<file path="config.mk">
export PLATFORM = sky130hd
export DESIGN_NAME = lcap_top
export DESIGN_NICKNAME = d
export VERILOG_FILES = /design/src/lcap_pkg.sv /design/src/lcap_cmd_dec.sv /design/src/lcap_seq.sv /design/src/lcap_top.sv
export SDC_FILE = /design/constraint.sdc
export NUM_CORES = 1
export LEC_CHECK = 0
export BUFFER_PORTS_ARGS = -buffer_cell sky130_fd_sc_hd__buf_2
export CAP_MARGIN = 20
export CORE_AREA = 2 2 281 283
export DETAILED_ROUTE_END_ITERATION = 8
export DIE_AREA = 0 0 283 285
export MAX_ROUTING_LAYER = met4
export PLACE_DENSITY = 0.44
export RECOVER_POWER = 25
export SLEW_MARGIN = 40
export SYNTH_ARGS = -nofsm -noshare
export SYNTH_HDL_FRONTEND = slang
export SYNTH_SLANG_ARGS = --single-unit
</file>
<file path="constraint.sdc">
create_clock -name ref_clk_in -period 4.55 [get_ports ref_clk_in]
set_clock_uncertainty 0.2 [all_clocks]
set_input_delay 0.91 -clock ref_clk_in [delete_from_list [all_inputs] [get_ports ref_clk_in]]
set_output_delay 0.91 -clock ref_clk_in [all_outputs]
set_load 0.02 [all_outputs]
</file>
<file path="src/lcap_pkg.sv">
// lcap_pkg: register map, field layout and command codes of the
// l2 configuration access port.
// assumes one core clock and a plain strobe register port.
package lcap_pkg;
  // register port and line geometry
  localparam int LCAP_AW = 12;
  localparam int LCAP_DW = 64;
  localparam int LCAP_CHUNKS = 4;
  localparam int LCAP_ECC_W = 8;
  // register indices, as printed
  localparam logic [11:0] OFF_LINE_CHUNK_DATA = 12'h088;
  localparam logic [11:0] OFF_ACCESS_ADDRESS = 12'h116;
  localparam logic [11:0] OFF_ACCESS_ECC_BYTE = 12'h118;
  localparam logic [11:0] OFF_COMMAND_CONTROL = 12'h119;
  localparam logic [11:0] OFF_ACCESS_TRIGGER = 12'h11a;
  localparam logic [11:0] OFF_ACCESS_IN_PROGRESS = 12'h11b;
  // field positions
  localparam int ADDR_LO = 3;
  localparam int ADDR_HI = 31;
  localparam int CMD_LO = 0;
  localparam int STATE_TO_LO = 5;
  localparam int WAY_TO_LO = 10;
  localparam int WAY_FROM_LO = 12;
  localparam int STATE_FROM_LO = 14;
  localparam int HIT_BIT = 16;
  localparam int USER_ECC_BIT = 18;
  localparam int BUSY_BIT = 0;
  // reset values
  localparam logic [63:0] ADDR_RST = 64'h0;
  localparam logic [7:0] ECC_RST = 8'h0;
  localparam logic [63:0] CTL_RST = 64'h0;
  localparam logic [63:0] CHUNK_RST = 64'h0;
  // command codes
  localparam logic [4:0] CMD_DATA_READ_LRU_UPDATE = 5'h0c;
  localparam logic [4:0] CMD_TAG_AND_DATA_READ = 5'h0f;
  localparam logic [4:0] CMD_TAG_INQUIRE = 5'h02;
  localparam logic [4:0] CMD_L2_INTERNAL_REG_READ = 5'h07;
  localparam logic [4:0] CMD_L2_INTERNAL_REG_WRITE = 5'h03;
  localparam logic [2:0] PFX_TAG_AND_DATA_WRITE_A = 3'h2;
  localparam logic [2:0] PFX_TAG_AND_DATA_WRITE_B = 3'h7;
  localparam logic [2:0] PFX_TAG_ONLY_WRITE = 3'h4;
  // line state codes
  localparam logic [1:0] ST_MODIFIED = 2'h3;
  localparam logic [1:0] ST_EXCLUSIVE = 2'h2;
  localparam logic [1:0] ST_SHARED = 2'h1;
  localparam logic [1:0] ST_INVALID = 2'h0;

  typedef enum logic [2:0] {
    K_NONE, K_READ_LRU, K_TAG_DATA_READ, K_TAG_INQUIRE,
    K_INT_REG_READ, K_INT_REG_WRITE, K_TAG_DATA_WRITE, K_TAG_ONLY_WRITE
  } lcap_kind_t;

  // command word to kind; shared by decoder and checks
  function automatic lcap_kind_t lcap_decode(input logic [4:0] c);
    lcap_kind_t k;
    k = K_NONE;
    if (c == CMD_DATA_READ_LRU_UPDATE) k = K_READ_LRU;
    else if (c == CMD_TAG_AND_DATA_READ) k = K_TAG_DATA_READ;
    else if (c == CMD_TAG_INQUIRE) k = K_TAG_INQUIRE;
    else if (c == CMD_L2_INTERNAL_REG_READ) k = K_INT_REG_READ;
    else if (c == CMD_L2_INTERNAL_REG_WRITE) k = K_INT_REG_WRITE;
    else if (c[4:2] == PFX_TAG_AND_DATA_WRITE_A) k = K_TAG_DATA_WRITE;
    else if (c[4:2] == PFX_TAG_AND_DATA_WRITE_B) k = K_TAG_DATA_WRITE;
    else if (c[4:2] == PFX_TAG_ONLY_WRITE) k = K_TAG_ONLY_WRITE;
    return k;
  endfunction
endpackage

</file>
<file path="src/lcap_cmd_dec.sv">
// lcap_cmd_dec: classifies the command field of the control register.
// assumes the command and state fields come straight from flip-flops.
module lcap_cmd_dec (
  // command fields
  input wire logic [4:0] cmd_in,
  input wire logic [1:0] state_field_in,
  // classification
  output logic valid_out,
  output logic loads_data_out,
  output logic [1:0] state_out
);
  import lcap_pkg::*;

  lcap_kind_t kind;
  wire tag_write;

  // tag writes carry the line state inside the command word
  assign kind = lcap_decode(cmd_in);
  assign tag_write = (kind == K_TAG_DATA_WRITE) ||
                     (kind == K_TAG_ONLY_WRITE); // RQ7
  assign valid_out = (kind != K_NONE);
  assign loads_data_out = (kind == K_READ_LRU) ||
                          (kind == K_TAG_DATA_READ) ||
                          (kind == K_INT_REG_READ); // RQ5 RQ6
  assign state_out = tag_write ? cmd_in[1:0] : state_field_in; // RQ8
endmodule

</file>
<file path="src/lcap_seq.sv">
// lcap_seq: one outstanding l2 command, request held until done.
// assumes done_in is a one-cycle pulse from the cache.
module lcap_seq (
  // clock and reset
  input wire logic ref_clk_in,
  input wire logic reset_in,
  // control
  input wire logic start_in,
  input wire logic done_in,
  // status
  output logic busy_out,
  output logic finish_out
);
  import lcap_pkg::*;

  typedef enum logic [1:0] {S_IDLE = 2'b01, S_WAIT = 2'b10} lcap_seq_t;
  lcap_seq_t state_r, state_nxt;

  // a done pulse seen while idle is stray and ignored
  always_comb begin
    state_nxt = state_r;
    unique case (state_r)
      S_IDLE: if (start_in) state_nxt = S_WAIT;
      S_WAIT: if (done_in) state_nxt = S_IDLE;
      default: state_nxt = S_IDLE;
    endcase
  end

  always_ff @(posedge ref_clk_in) begin
    if (reset_in) state_r <= S_IDLE;
    else state_r <= state_nxt;
  end

  assign busy_out = (state_r == S_WAIT); // RQ12
  assign finish_out = (state_r == S_WAIT) && done_in;
endmodule

</file>
<file path="src/lcap_top.sv">
// lcap_top: register front end that issues configuration commands to
// the second-level cache and collects its lookup response.
// assumes a single core clock, synchronous reset and a cache that
// answers each held request with one done pulse.
// Operation
// RQ1: address register keeps the line address in bits 31 to 3.
// RQ2: software writes address bits 2 to 0 as zero; upper bits reserved.
// RQ3: ecc register low byte goes out on writes, reloads on reads.
// RQ4: control register holds command and operands, then the response.
// RQ5: codes 01100, 01111, 00010 are lru read, tag read, inquire.
// RQ6: code 00111 reads and 00011 writes an internal cache register.
// RQ7: prefixes 010, 111 write tag and data; 100 writes tag only.
// RQ8: line state is 11 modified, 10 exclusive, 01 shared, 00 invalid.
// RQ9: way fields are two-bit binary, way 0 to way 3.
// RQ10: control carries a user ecc option plus hit, state, way.
// RQ11: trigger write starts the access; software writes zero there.
// RQ12: busy bit 0 is one while a command runs.
// RQ13: four 64-bit chunk registers go out on writes, load on reads.
// RQ14: software polls busy to zero before touching command registers.
module lcap_top (
  // clock and reset
  input wire logic ref_clk_in,
  input wire logic reset_in,
  // register port
  input wire logic [lcap_pkg::LCAP_AW-1:0] reg_addr_in,
  input wire logic [lcap_pkg::LCAP_DW-1:0] reg_wdata_in,
  input wire logic reg_wr_in,
  input wire logic reg_rd_in,
  output logic [lcap_pkg::LCAP_DW-1:0] reg_rdata_out,
  // request to the cache
  output logic l2_req_out,
  output logic [4:0] l2_cmd_out,
  output logic [lcap_pkg::ADDR_HI:lcap_pkg::ADDR_LO] l2_addr_out,
  output logic [1:0] l2_state_out,
  output logic [1:0] l2_way_out,
  output logic l2_user_ecc_out,
  output logic [lcap_pkg::LCAP_ECC_W-1:0] l2_ecc_out,
  output logic [lcap_pkg::LCAP_CHUNKS*64-1:0] l2_wdata_out,
  // answer from the cache
  input wire logic l2_done_in,
  input wire logic l2_hit_in,
  input wire logic [1:0] l2_state_in,
  input wire logic [1:0] l2_way_in,
  input wire logic [lcap_pkg::LCAP_ECC_W-1:0] l2_ecc_in,
  input wire logic [lcap_pkg::LCAP_CHUNKS*64-1:0] l2_rdata_in
);
  import lcap_pkg::*;

  localparam int NCH = LCAP_CHUNKS;

  // software visible state
  logic [ADDR_HI:ADDR_LO] addr_r;
  logic [LCAP_ECC_W-1:0] ecc_r;
  logic [4:0] cmd_r;
  logic [1:0] state_to_r;
  logic [1:0] way_to_r;
  logic user_ecc_r;
  logic hit_r;
  logic [1:0] state_from_r;
  logic [1:0] way_from_r;
  logic [63:0] chunk_r [NCH];
  logic [63:0] rdata_r;
  // command in flight
  logic loads_r;

  // decoded strobes
  wire hit_addr = reg_addr_in == OFF_ACCESS_ADDRESS;
  wire hit_ecc = reg_addr_in == OFF_ACCESS_ECC_BYTE;
  wire hit_ctl = reg_addr_in == OFF_COMMAND_CONTROL;
  wire hit_trig = reg_addr_in == OFF_ACCESS_TRIGGER;
  wire hit_busy = reg_addr_in == OFF_ACCESS_IN_PROGRESS;
  wire hit_chunk = reg_addr_in[11:2] == OFF_LINE_CHUNK_DATA[11:2];
  wire [1:0] chunk_sel = reg_addr_in[1:0];
  wire wr_addr = reg_wr_in && hit_addr;
  wire wr_ecc = reg_wr_in && hit_ecc;
  wire wr_ctl = reg_wr_in && hit_ctl;
  wire wr_chunk = reg_wr_in && hit_chunk;

  // command classification and sequencing
  logic cmd_valid;
  logic cmd_loads;
  logic [1:0] cmd_state;
  logic busy;
  logic finish;

  lcap_cmd_dec u_dec (
    .cmd_in(cmd_r),
    .state_field_in(state_to_r),
    .valid_out(cmd_valid),
    .loads_data_out(cmd_loads),
    .state_out(cmd_state)
  );

  // a trigger is taken only when idle and the command is known;
  // anything else is dropped silently, as a bus write cannot stall
  wire trig_ok = reg_wr_in && hit_trig && !busy && cmd_valid; // RQ11

  lcap_seq u_seq (
    .ref_clk_in(ref_clk_in),
    .reset_in(reset_in),
    .start_in(trig_ok),
    .done_in(l2_done_in),
    .busy_out(busy),
    .finish_out(finish)
  );

  // response loads on finish; they win over a software write
  wire load_line = finish && loads_r;

  // address register; low three bits are never stored
  always_ff @(posedge ref_clk_in) begin
    if (reset_in) addr_r <= ADDR_RST[ADDR_HI:ADDR_LO];
    else if (wr_addr) addr_r <= reg_wdata_in[ADDR_HI:ADDR_LO]; // RQ1
  end

  // ecc byte: software value, or read-back from the cache
  always_ff @(posedge ref_clk_in) begin
    if (reset_in) ecc_r <= ECC_RST;
    else if (load_line) ecc_r <= l2_ecc_in; // RQ3
    else if (wr_ecc) ecc_r <= reg_wdata_in[LCAP_ECC_W-1:0]; // RQ3
  end

  // writable control fields: command, state, way, ecc option
  always_ff @(posedge ref_clk_in) begin
    if (reset_in) begin
      cmd_r <= CTL_RST[CMD_LO +: 5];
      state_to_r <= CTL_RST[STATE_TO_LO +: 2];
      way_to_r <= CTL_RST[WAY_TO_LO +: 2];
      user_ecc_r <= CTL_RST[USER_ECC_BIT];
    end else if (wr_ctl) begin
      cmd_r <= reg_wdata_in[CMD_LO +: 5]; // RQ4
      state_to_r <= reg_wdata_in[STATE_TO_LO +: 2]; // RQ8
      way_to_r <= reg_wdata_in[WAY_TO_LO +: 2]; // RQ9
      user_ecc_r <= reg_wdata_in[USER_ECC_BIT]; // RQ10
    end
  end

  // lookup response fields, read only to software
  always_ff @(posedge ref_clk_in) begin
    if (reset_in) begin
      hit_r <= CTL_RST[HIT_BIT];
      state_from_r <= CTL_RST[STATE_FROM_LO +: 2];
      way_from_r <= CTL_RST[WAY_FROM_LO +: 2];
    end else if (finish) begin
      hit_r <= l2_hit_in; // RQ10
      state_from_r <= l2_state_in; // RQ4
      way_from_r <= l2_way_in; // RQ9
    end
  end

  // chunk registers, one per 64-bit slice of the line
  for (genvar i = 0; i < NCH; i++) begin : g_chunk
    always_ff @(posedge ref_clk_in) begin
      if (reset_in) chunk_r[i] <= CHUNK_RST;
      else if (load_line) chunk_r[i] <= l2_rdata_in[i*64 +: 64]; // RQ13
      else if (wr_chunk && chunk_sel == 2'(i))
        chunk_r[i] <= reg_wdata_in; // RQ13
    end
    assign l2_wdata_out[i*64 +: 64] = chunk_r[i];
  end

  // command, address, state, way and ecc option frozen at the trigger so later
  // writes cannot disturb them; the ecc byte and chunk data go out live
  always_ff @(posedge ref_clk_in) begin
    if (reset_in) begin
      l2_cmd_out <= CTL_RST[CMD_LO +: 5];
      l2_addr_out <= ADDR_RST[ADDR_HI:ADDR_LO];
      l2_state_out <= ST_INVALID;
      l2_way_out <= CTL_RST[WAY_TO_LO +: 2];
      l2_user_ecc_out <= 1'b0;
      loads_r <= 1'b0;
    end else if (trig_ok) begin
      l2_cmd_out <= cmd_r; // RQ5 RQ6 RQ7
      l2_addr_out <= addr_r; // RQ1
      l2_state_out <= cmd_state; // RQ8
      l2_way_out <= way_to_r; // RQ9
      l2_user_ecc_out <= user_ecc_r; // RQ10
      loads_r <= cmd_loads; // RQ5 RQ6
    end
  end

  assign l2_req_out = busy; // RQ11
  assign l2_ecc_out = ecc_r; // RQ3

  // read view of each register; reserved bits read zero
  wire [63:0] v_addr = 64'({addr_r, 3'h0});
  wire [63:0] v_ecc = 64'(ecc_r);
  wire [63:0] v_ctl = 64'({user_ecc_r, 1'b0, hit_r, state_from_r,
                           way_from_r, way_to_r, 3'h0, state_to_r, cmd_r});
  wire [63:0] v_busy = 64'(busy) << BUSY_BIT; // RQ12
  wire [63:0] rd_mux = hit_addr ? v_addr :
                       hit_ecc ? v_ecc :
                       hit_ctl ? v_ctl :
                       hit_busy ? v_busy :
                       hit_chunk ? chunk_r[chunk_sel] : 64'h0;

  // read data lives for one cycle only; unmapped reads give zero
  always_ff @(posedge ref_clk_in) begin
    if (reset_in) rdata_r <= 64'h0;
    else rdata_r <= reg_rd_in ? rd_mux : 64'h0;
  end

  assign reg_rdata_out = rdata_r;
endmodule
</file>
; After elaboration in Yosys (flattened, before gate mapping)
; Memories as Yosys holds them, arrays and structs flattened.
; Index checks and enable logic that the tools add are counted.
[op_classes]
bitwise = 10
n_eq_ne = 26
reduce_logical = 24
muxes = 48
[op_table]
columns = op, count
row1 = $mux W64, 8
row2 = $mux W32, 5
row3 = $eq A12 B9 Y1 const B, 5
row4 = $mux W3, 8
row5 = $mux W1, 21
row6 = $mux W8, 2
row7 = $eq A3 B3 Y1 const B, 5
row8 = $logic_and A1 B1 Y1, 13
row9 = $eq A10 B6 Y1 const B, 1
row10 = $eq A5 B2 Y1 const B, 2
row11 = $eq A5 B4 Y1 const B, 2
row12 = $or A1 B1 Y1, 8
row13 = $reduce_or A7 Y1, 1
row14 = $eq A2 B2 Y1 const B, 3
row15 = $eq A3 B2 Y1 const B, 2
row16 = $mux W2, 3
row17 = $eq A5 B3 Y1 const B, 1
row18 = $eq A2 B1 Y1 const B, 2
row19 = $ne A2 B2 Y1 const B, 2
row20 = $pmux W2 S2, 1
row21 = $eq A3 B1 Y1 const B, 1
row22 = $logic_or A1 B1 Y1, 3
row23 = $reduce_bool A3 Y1, 1
row24 = $reduce_or A3 Y1, 1
row25 = other kinds (6), 7
[totals]
n_memories = 1
output_inout_bits = 368
input_bits = 350
ram_bits = 256
regBits = 158
wordCells = 128
[mem_list]
columns = name, depth, width, rd, rd_clocked_by_memory_dff, write_ports, line
row1 = chunk_r, 4, 64, 5, 0, 4, lcap_top.sv:61  ; logic [63:0] chunk_r [NCH];

; Logic depth before layout (Yosys ltp)
; Gate-level depths: netlist (run 1).
[logic_depth]
ltp_word = 13
mapped_depth = 7
mapped_depth_nobuf = 4

; Modules after synthesis
; A second synthesis (run 1) with hierarchy kept.
[hier_totals]
hier_cells = 1304
hier_area_um2 = 17808.3
[by_module_without_submodules]
columns = mod, area_each_um2, n_inst, cells_each
row1 = lcap_top, 17559.3, 1, 1274
row2 = lcap_cmd_dec, 165.2, 1, 22
row3 = lcap_seq, 83.8, 1, 8

; Least setup slack after synthesis (run 1)
; No wires, ideal clock.
[synth_timing]
kind = input to register
startpoint = input port l2_done_in
endpoint = memory chunk_r[2][0] (enable)
setup_ns = 0.433
required_time_ns = 3.917
arrival_ns = 3.649
setup_slack_ns = 0.268
cell_stages = 6
cell_sequence = buf_2 > nand4b_1 > nand4b_1 > nor4b_1 > buf_2 > nand2b_1
[synth_rtl]
columns = element, line
row1 = "start, declared", lcap_top.sv:40  ; input wire logic l2_done_in,
row2 = "end, declared", lcap_top.sv:61

; Worst setup path after layout (run 1)
[layout_timing]
startpoint = register u_seq.state_r[1]
endpoint = output port l2_req_out
[layout_between]
elab_chain_len = 1
[layout_lines]
columns = element, line
row1 = "start, declared", lcap_seq.sv:17  ; lcap_seq_t state_r, state_nxt;
row2 = "start signal, assigned", lcap_seq.sv:31  ; else state_r <= state_nxt;
row3 = $eq A2 B2 Y1, lcap_seq.sv:34  ; assign busy_out = (state_r == S_WAIT);
row4 = "end, declared", lcap_top.sv:31  ; output logic l2_req_out,
; No other way between the ends.

==> out/qor.tcl, run 1 <==
set qor(p_int_mw) 6.60
set qor(min_period_ns) 3.41
set qor(ctsRootBufferMaster) {clkbuf_16}
set qor(p_seq_frac) 0.473
set qor(synth-edff-count) 256
set qor(dr_total_vias) 15200
set qor(syn_area_um2) 17800
set qor(static_power_due_to_leakage_nw) 8.82
set qor(drtAntennaViolNets) 0
set qor(synth_fp_nets) 1679
set qor(postRouteWirelength_um) 85800
set qor(synth_sequential_area_ratio) 0.608
set qor(dp_hpwl_um) 61300
set qor(cellPowerDensity_nw_per_um2) 370
set qor(most_used_flip_flop_cell_after_synthesis) {edfxtp_1}
set qor(clk_path_buf_depth) 3
set qor(finish.cell_count_without_fillers) 3110
set qor(tightest_pin_transition_ns) 1.28
set qor(standard_cell_rows) 103
set qor(syn2layout_area_growth_pct) 34.2
set qor(grt_antenna_before_repair) 22
set qor(ctsHtreeMaxLevel) 2
set qor(drt_pass1_iterations) 7
set qor(grt_remaining_overflow) 0
set qor(finalMaxSlewViolations) 0
set qor(layout.cells.most_common) {buf_2}
set qor(synth_cells) 1329
set qor(final.setup.tns_ns) 0
set qor(post-route-util) 0.307
set qor(slowest_stage) {nor2b_1}
set qor(r2r_setup_slack_ns) 1.72
set qor(cts.sink_count) 414
set qor(cts_inserted_buffers) 49
set qor(highest_cell_delay_on_the_worst_timing_path_ns) 1.01
set qor(crit_arrival_ns) 2.30
set qor(layout_worst_path_cycle_share) 0.749
set qor(finalHoldViolCount) 0
set qor(fp.dieH_um) 285
set qor(grt_util_all_layers) 0.210
set qor(rr_startpoint) {u_seq.state_r[0]}
set qor(critical_r2r_capture) {chunk_r[1][11]}
set qor(placed_cells) 2999
set qor(async_reset_ff_frac) 0
set qor(setup.worst_path.end_class) {output pin}
set qor(ys_seq_elements) 414
set qor(die_area_um2) 80700
set qor(top_level_ports) 718
set qor(remaining_drc_errors) 0
set qor(hold_path.startpoint) {l2_addr_out[4]}
set qor(min_delay_path_depth) 2
set qor(power.clock.fraction) 0.435
set qor(cap_violations) 0
set qor(path_max_fanout) 11
set qor(timing.hold.worst_endpoint) {l2_addr_out[4]}
set qor(finalSetupViolCount) 0
set qor(port_buffers) 717
set qor(worst_skew_pair.late_latency_ns) 0.59
set qor(r2r_cells) 5
set qor(grt_start_max_net_pins) 131
set qor(cts_clk_pin_slew_worst_paths_ns) 0.06
set qor(yosysUniqueCellTypes) 51
set qor(fin_nets) 2350
set qor(syn-mean-instance-area_um2) 13.4
set qor(ctsHoldBuffers) 0
set qor(critPathKind) {reg2out}
set qor(post-cts-setup-buffers) 0
set qor(floorplan.die.width_um) 283
set qor(cts_resized) 0
set qor(core_area_um2) 78000
set qor(cp-start-kind) {register}
set qor(number_of_global_route_vias_before_repair) 15700
set qor(ir_drop_v) 0.000225
set qor(post-route-worst-setup-slack_ns) 1.14
set qor(netSwitchingPower_mw) 2.25
set qor(most_frequent_cells_in_the_layout) {buf_2, a22o_1, clkbuf_1}
set qor(routabilityCongestion) 0.915
set qor(viasPerCell) 4.88
set qor(initial_core_util) 0.229
set qor(netSwitchingFraction) 0.254
set qor(drt_iter0_markers) 1131
set qor(run_status) {finished, final reports clean}
set qor(detail_route.wl_per_cell_um) 27.6
set qor(comb_power_share) 0.093
set qor(grt_first_pass_wirelength_um) 119000
set qor(cts_tree) {done}
set qor(max_clock_freq_mhz) 294
set qor(required_ns) 3.44
set qor(drive_gt1_frac) 0.318
set qor(yosys_warnings) 0
set qor(path_cells) {nor2b_1 -> buf_2}
set qor(dpl_worst_slack_ns) 0.809
set qor(grt_setup_unrepaired) {false}
set qor(worst_hold_path_type) {reg2reg}
set qor(worst_slew_slack_as_a_fraction_of_its_limit) 0.144
==> metrics by stage <==
stage / area, um^2 / hold slack, ns / power (mW)
floorplan: 17800 / 0.236 / 4.58
global placement: 22600 / 0.243 / 5.11
detailed placement: 22700 / 0.248 / 5.11
CTS: 24200 / 0.259 / 8.96
global route: 23900 / 0.283 / 9.13
finish: 23900 / 0.255 / 8.85
==> cells by family after synthesis <==
group	after synthesis	share of synthesized area
and+or+nand+nor	292	0.0797
AOI/OAI and AO/OA	390	0.178
buffers and inverters	129	0.0311
muxes	104	0.103
DFF	414	0.608
==> cell usage after synthesis (2+ instances only) <==
| library cell | n | share of area |
|---|---|---|
| a211oi_1 | 3 | 0.0013 |
| nor4_1 | 3 | 0.0011 |
| nand2_1 | 186 | 0.039 |
| and4_1 | 2 | 0.00098 |
| mux2i_1 | 38 | 0.021 |
| a221o_1 | 8 | 0.0045 |
| a2bb2oi_1 | 2 | 0.00098 |
| and4b_1 | 4 | 0.0022 |
| a21oi_1 | 57 | 0.016 |
| buf_1 | 4 | 0.00084 |
| nand3_1 | 8 | 0.0022 |
| nand4_1 | 12 | 0.0042 |
| a22oi_1 | 7 | 0.0029 |
| a22o_1 | 283 | 0.14 |
| nand2b_1 | 6 | 0.0021 |
| buf_2 | 39 | 0.011 |
| edfxtp_1 | 256 | 0.43 |
| a32oi_1 | 3 | 0.0015 |
| nor2b_1 | 9 | 0.0032 |
| o2bb2ai_1 | 10 | 0.0049 |
| dfxtp_1 | 158 | 0.18 |
| and2_1 | 3 | 0.0011 |
| mux2_1 | 2 | 0.0013 |
| buf_4 | 4 | 0.0017 |
| mux4_2 | 64 | 0.081 |
| nor4bb_1 | 3 | 0.0017 |
| nand3b_1 | 3 | 0.0013 |
| and3_1 | 32 | 0.011 |
| nor2_1 | 9 | 0.0019 |
| nand4b_1 | 3 | 0.0015 |
| clkbuf_1 | 78 | 0.016 |
| o21ai_0 | 9 | 0.0025 |
| inv_1 | 2 | 0.00042 |
| nor3b_1 | 2 | 0.00084 |
==> critical path: cells and delay by family, from the launching register on <==
kind | cells | cell delay (ns)
AND/OR/NAND/NOR | 1 | 1.01
flip-flops | 1 | 0.38
buffers and inverters | 1 | 0.33
==> flip-flops by register name (all words and copies together), names as in the netlist, 5 cells and up <==
name,count
cmd_r,5
chunk_r,256
l2_addr_out,29
addr_r,29
l2_cmd_out,5
l2_ecc_out,8
reg_rdata_out,64
==> layer usage <==
metal | track usage | vias to the layer above | wire, um
li1 | - | 6640 | -
met1 | 0.251 | 7716 | 34400
met3 | 0.0570 | 123 | 6790
met5 | - | - | 0
met4 | 0.0584 | 0 | 2120
met2 | 0.346 | 687 | 42500
==> power by group through the flow <==
stage | Clock [mW] | Combinational, mW | Sequential [mW]
after CTS | 3.93 | 0.851 | 4.18
final | 3.85 | 0.820 | 4.18
after detailed placement | 0 | 0.850 | 4.26
after global routing | 4.08 | 0.863 | 4.19
after global placement | 0 | 0.848 | 4.26
after floorplan | 0 | 0.197 | 4.39
==> cell type report <==
class / instances / area (um^2)
fillers: 8176 / 54000
flip-flops and latches: 414 / 10900
multi-input cells: 786 / 6530
repair buffers: 746 / 3620
clock buffers: 77 / 1470
well taps: 1050 / 1310
clock inverters: 14 / 83.8
diodes: 20 / 50.0
inverters: 3 / 11.3
==> how the worst max path moves through the flow <==
stage                                start              to  cells after the start
after CTS                   reg_addr_in[2]  chunk_r[1][45]                      6
after global routing      u_seq.state_r[1]      l2_req_out                      2
after detailed placement    reg_addr_in[2]  chunk_r[1][49]                      6
after global placement      reg_addr_in[2]  chunk_r[1][43]                      6
final                     u_seq.state_r[1]      l2_req_out                      2
after floorplan                 l2_done_in   chunk_r[2][0]                      6
(Power assumes the default switching activity.)
==> inputs of run 2 (changes only) <==
--- a/config.mk
+++ b/config.mk
@@ -11,7 +11,7 @@
 export DETAILED_ROUTE_END_ITERATION = 8
 export DIE_AREA = 0 0 283 285
 export MAX_ROUTING_LAYER = met4
-export PLACE_DENSITY = 0.44
+export PLACE_DENSITY = 0.46
 export RECOVER_POWER = 25
 export SLEW_MARGIN = 40
 export SYNTH_ARGS = -nofsm -noshare
==> constraint.sdc (replaced) <==
create_clock -name ref_clk_in -period 3.1 [get_ports ref_clk_in]
set_clock_uncertainty 0.2 [all_clocks]
set_input_delay 0.62 -clock ref_clk_in [delete_from_list [all_inputs] [get_ports ref_clk_in]]
set_output_delay 0.62 -clock ref_clk_in [all_outputs]
set_load 0.02 [all_outputs]
==> run 2 against run 1 <==
Against the previous run: sequential share of layout area shrank 1.3 points; largest cell class unchanged; first-iteration DRC count grew 4.7%; flip-flop and latch count is the same; critical endpoint is now reg_rdata_out[31]; critical path type is now in2reg.
==> out/qor.tcl, run 2 (synthesis results as in run 1) <==
set qor(drive_gt1_frac) 0.367
set qor(finalHoldViolCount) 0
set qor(finalSetupViolCount) 0
set qor(drt_pass1_iterations) 5
set qor(cellPowerDensity_nw_per_um2) 547
set qor(finish.cell_count_without_fillers) 3141
set qor(worst_hold_path_type) {in2reg}
set qor(top_level_ports) 718
set qor(static_power_due_to_leakage_nw) 9.33
set qor(die_area_um2) 80700
set qor(hold_ws_ns) 0.115
set qor(cap_violations) 0
set qor(syn2layout_area_growth_pct) 38.1
set qor(path_max_fanout) 21
set qor(timing.hold.worst_endpoint) {hit_r}
set qor(ctsRootBufferMaster) {clkbuf_16}
set qor(hold_path.startpoint) {l2_hit_in}
set qor(finalMaxSlewViolations) 0
set qor(standard_cell_rows) 103
set qor(dp_hpwl_um) 62000
set qor(post-cts-setup-buffers) 0
set qor(postRouteWirelength_um) 84400
set qor(max_clock_freq_mhz) 343
set qor(final.setup.tns_ns) 0
set qor(min_delay_path_depth) 3
set qor(placed_cells) 3037
set qor(detail_route.wl_per_cell_um) 26.9
set qor(critPathKind) {in2reg}
set qor(cts.sink_count) 414
set qor(required_ns) 3.42
set qor(grt_start_max_net_pins) 128
set qor(r2r_setup_slack_ns) 0.53
set qor(finalPower_mw) 13.5
set qor(critical_r2r_capture) {chunk_r[1][39]}
set qor(cts_resized) 0
set qor(grt_remaining_overflow) 0
set qor(ir_drop_v) 0.000366
set qor(fp.dieH_um) 285
set qor(largest_register) {chunk_r}
set qor(fin_nets) 2389
set qor(cts_clk_pin_slew_worst_paths_ns) 0.06
set qor(core_area_um2) 78000
set qor(routabilityCongestion) 0.923
set qor(flip_flop_count_of_the_largest_register_all_copies_and_words_added) 256
set qor(layout_worst_path_cycle_share) 0.939
set qor(grt_first_pass_wirelength_um) 118000
set qor(grt_util_all_layers) 0.206
set qor(most_frequent_cells_in_the_layout) {buf_2, a22o_1, edfxtp_1}
set qor(cts_inserted_buffers) 50
set qor(grt_antenna_before_repair) 19
set qor(dr_total_vias) 15400
set qor(initial_core_util) 0.229
set qor(remaining_drc_errors) 0
set qor(port_buffers) 717
set qor(rr_startpoint) {u_seq.state_r[1]}
set qor(drt_iter0_markers) 1184
set qor(worst_slew_slack_as_a_fraction_of_its_limit) 0.111
set qor(cts_tree) {done}
set qor(number_of_global_route_vias_before_repair) 15900
set qor(ctsHtreeMaxLevel) 2
set qor(setup.worst_path.end_class) {register}
set qor(viasPerCell) 4.90
set qor(grt_setup_unrepaired) {false}
set qor(clk_path_buf_depth) 3
set qor(run_status) {finished, final reports clean}
set qor(crit_arrival_ns) 3.23
set qor(layout.cells.most_common) {buf_2}
set qor(n_fill_cell) 8110
set qor(r2r_cells) 5
set qor(floorplan.die.width_um) 283
set qor(min_period_ns) 2.91
set qor(ctsHoldBuffers) 0
set qor(worst_skew_pair.late_latency_ns) 0.59
set qor(drtAntennaViolNets) 0
set qor(cp-start-kind) {input pin}
set qor(tightest_pin_transition_ns) 1.33
-- run 2: how the worst max path moves through the flow --
stage	startpoint	to	slack (ns)
CTS	u_seq.state_r[1]	l2_req_out	0.35
detailed placement	reg_addr_in[11]	chunk_r[1][41]	0.03
floorplan	l2_done_in	chunk_r[3][0]	0.02
global placement	reg_addr_in[4]	chunk_r[2][47]	0.06
global route	reg_addr_in[4]	reg_rdata_out[31]	0.15
finish	reg_addr_in[4]	reg_rdata_out[31]	0.19
-- run 2: layer usage --
metal	wire, um	up-vias	share of wire	global-route usage
met5	0	-	0	-
met3	6200	137	0.073	0.0478
met2	41200	750	0.49	0.335
met4	2750	0	0.033	0.0735
met1	34300	7809	0.41	0.251
li1	-	6707	-	-
-- run 2: final cells by class --
type	count	area (um^2)	area share
multi-input combinational	786	6530	0.265
clock inverter	18	214	0.00868
sequential	414	10900	0.440
timing repair buffer	784	4220	0.171
inverter	3	12.5	0.000508
tap	1050	1310	0.0533
antenna	14	35.0	0.00142
clock buffer	72	1470	0.0596
-- run 2: worst max-delay path: stages --
cell and delay [ns]:
clkbuf_1 0.12, nor4bb_1 0.48, buf_4 0.21, nor2b_1 1.02, and2_1 0.25, buf_4 0.31
a22o_1 0.21
-- run 2: per-stage QoR --
| stage | setup slack [ns] | cell area (um^2) | util |
|---|---|---|---|
| 2_1_floorplan | 0.0171 | 17900 | - |
| 3_3_place_gp | 0.0630 | 23200 | 0.297 |
| 3_5_place_dp | 0.0332 | 23200 | 0.297 |
| 4_1_cts | 0.348 | 24900 | 0.319 |
| 5_1_grt | 0.154 | 24600 | 0.316 |
| 6_report | 0.188 | 24600 | 0.316 |
-- run 2: report_power, final --
group          internal [mW]  leakage, nW  switching [mW]  total [mW]
registers               6.01         3.70           0.120        6.13
logic                  0.463         4.80           0.808        1.27
clock network           3.62        0.829            2.45        6.07
==> inputs of run 3 (changes only) <==
--- a/config.mk
+++ b/config.mk
@@ -7,12 +7,13 @@
 export LEC_CHECK = 0
 export BUFFER_PORTS_ARGS = -buffer_cell sky130_fd_sc_hd__buf_2
 export CAP_MARGIN = 20
-export CORE_AREA = 2 2 281 283
+export CORE_AREA = 5 5 276 278
 export DETAILED_ROUTE_END_ITERATION = 8
-export DIE_AREA = 0 0 283 285
+export DIE_AREA = 0 0 281 283
 export MAX_ROUTING_LAYER = met4
-export PLACE_DENSITY = 0.46
+export PLACE_DENSITY = 0.48
 export RECOVER_POWER = 25
+export REMOVE_ABC_BUFFERS = 1
 export SLEW_MARGIN = 40
 export SYNTH_ARGS = -nofsm -noshare
 export SYNTH_HDL_FRONTEND = slang
==> run 3 against run 2 <==
Against the previous run: setup slack better by 0.29 ns; global-route usage is 0.30 points lower; non-clock buffer count is 18 higher; design area about the same; combinational power hardly changed; sequential power is essentially flat.
==> out/qor.tcl, run 3 (synthesis results as in run 1) <==
set qor(die_area_um2) 79500
set qor(drt_pass1_iterations) 7
set qor(grt_setup_unrepaired) {false}
set qor(ctsHtreeMaxLevel) 2
set qor(dp_hpwl_um) 61700
set qor(initial_core_util) 0.242
set qor(standard_cell_rows) 100
set qor(path_max_fanout) 11
set qor(port_buffers) 717
set qor(required_ns) 2.28
set qor(n_fill_cell) 7581
set qor(cap_violations) 0
set qor(finalSetupViolCount) 0
set qor(fp.dieH_um) 283
set qor(ctsRootBufferMaster) {clkbuf_16}
set qor(post-route-util) 0.334
set qor(layout_worst_path_cycle_share) 0.847
set qor(postRouteWirelength_um) 83000
set qor(post-route-cell-area_um2) 24600
set qor(ir_drop_v) 0.000373
set qor(cellPowerDensity_nw_per_um2) 542
set qor(detail_route.wl_per_cell_um) 27.0
set qor(layout.cells.most_common) {buf_2}
set qor(clk_path_buf_depth) 3
set qor(remaining_drc_errors) 0
set qor(cts_clk_pin_slew_worst_paths_ns) 0.06
set qor(grt_start_max_net_pins) 103
set qor(core_area_um2) 73700
set qor(p_int_mw) 10.0
set qor(comb_power_share) 0.093
set qor(detailed_place.area_um2) 23200
set qor(top_level_ports) 718
set qor(finalMaxSlewViolations) 0
set qor(netSwitchingFraction) 0.249
set qor(post-cts-setup-buffers) 0
set qor(syn2layout_area_growth_pct) 38.1
set qor(critPathKind) {reg2out}
set qor(hold_ws_ns) 0.113
set qor(drive_gt1_frac) 0.376
set qor(finalHoldViolCount) 0
set qor(cts_tree) {done}
set qor(min_period_ns) 2.63
set qor(static_power_due_to_leakage_nw) 9.44
set qor(tightest_pin_transition_ns) 1.21
set qor(grt_util_all_layers) 0.203
set qor(worst_hold_path_type) {in2reg}
set qor(drt_iter0_markers) 1155
set qor(p_seq_frac) 0.460
set qor(floorplan.die.width_um) 281
set qor(crit_arrival_ns) 1.81
set qor(viasPerCell) 5.03
set qor(cts_inserted_buffers) 51
set qor(min_delay_path_depth) 3
set qor(grt_first_pass_wirelength_um) 117000
set qor(routabilityCongestion) 0.924
set qor(netSwitchingPower_mw) 3.32
set qor(fin_nets) 2408
set qor(worst_slew_slack_as_a_fraction_of_its_limit) 0.194
set qor(most_frequent_cells_in_the_layout) {buf_2, a22o_1, edfxtp_1}
set qor(cp-start-kind) {register}
set qor(max_clock_freq_mhz) 381
set qor(flip_flop_count_of_the_largest_register_all_copies_and_words_added) 256
set qor(grt_antenna_before_repair) 9
set qor(cts_resized) 0
set qor(drtAntennaViolNets) 0
set qor(grt_remaining_overflow) 0
set qor(cts.sink_count) 414
set qor(number_of_global_route_vias_before_repair) 16300
set qor(setup.worst_path.end_class) {output pin}
set qor(r2r_cells) 5
set qor(dr_total_vias) 15500
set qor(largest_register) {chunk_r}
set qor(worst_skew_pair.late_latency_ns) 0.58
set qor(run_status) {finished, final reports clean}
set qor(ctsHoldBuffers) 0
set qor(power.clock.fraction) 0.447
## run 3: changes by cell type in the layout (fill, tap and decap cells not counted), moves of 2 or more
cell | previous run | this run
buf_2 | 534 | 552
buf_4 | 35 | 49
clkbuf_1 | 194 | 182
clkinv_1 | 0 | 7
diode_2 | 14 | 8
clkbuf_8 | 9 | 4
clkinv_2 | 10 | 8
clkinvlp_4 | 2 | 4
nor2b_1 | 9 | 7
## run 3: final cells by class
class                      instances  area, um^2  area share
antenna                            8        20.0    0.000813
clock buffer                      71        1430      0.0582
clock inverter                    24         229     0.00929
inverter                           3        12.5    0.000508
multi-input combinational        786        6510       0.264
sequential                       414       10900       0.440
tap                              969        1210      0.0492
timing repair buffer             802        4370       0.177
## run 3: final timing paths
| kind | endpoint | from | slack, ns |
|---|---|---|---|
| worst max-delay path | l2_req_out | u_seq.state_r[1] | 0.47 |
| worst min-delay path | way_from_r[0] | l2_way_in[0] | 0.11 |
| worst max register to register | l2_addr_out[17] | cmd_r[2] | 0.71 |
| worst min register to register | l2_addr_out[9] | l2_addr_out[9] | 0.26 |
## run 3: layer usage
metal / global-route usage / wire (um) / up-vias
li1: - / - / 6748
met1: 0.248 / 33100 / 7797
met2: 0.333 / 40500 / 793
met3: 0.0432 / 6010 / 142
met4: 0.0750 / 3330 / 0
met5: - / 0 / -
## run 3: worst max-delay path, stage by stage (launching register included)
cell and delay (ns):
dfxtp_1 0.39, nor2b_2 0.56, buf_2 0.28
## run 3: through the flow
step           setup slack, ns  total power, mW  TNS [ns]  cells
2_1_floorplan            -7.42             6.68  -3425.44   1203
3_5_place_dp            0.0489             7.52         0   2974
3_3_place_gp           -0.0375             7.52     -1.07   2974
6_report                 0.475             13.4         0   3077
5_1_grt                  0.305             13.8         0   3077
4_1_cts                  0.460             13.6         0   3069
## run 3: power by group through the flow
stage	sequential, mW	clock [mW]	combinational, mW
global placement	6.25	0	1.27
finish	6.14	5.97	1.24
CTS	6.14	6.14	1.27
detailed placement	6.25	0	1.27
global route	6.15	6.36	1.30
floorplan	6.44	0	0.236
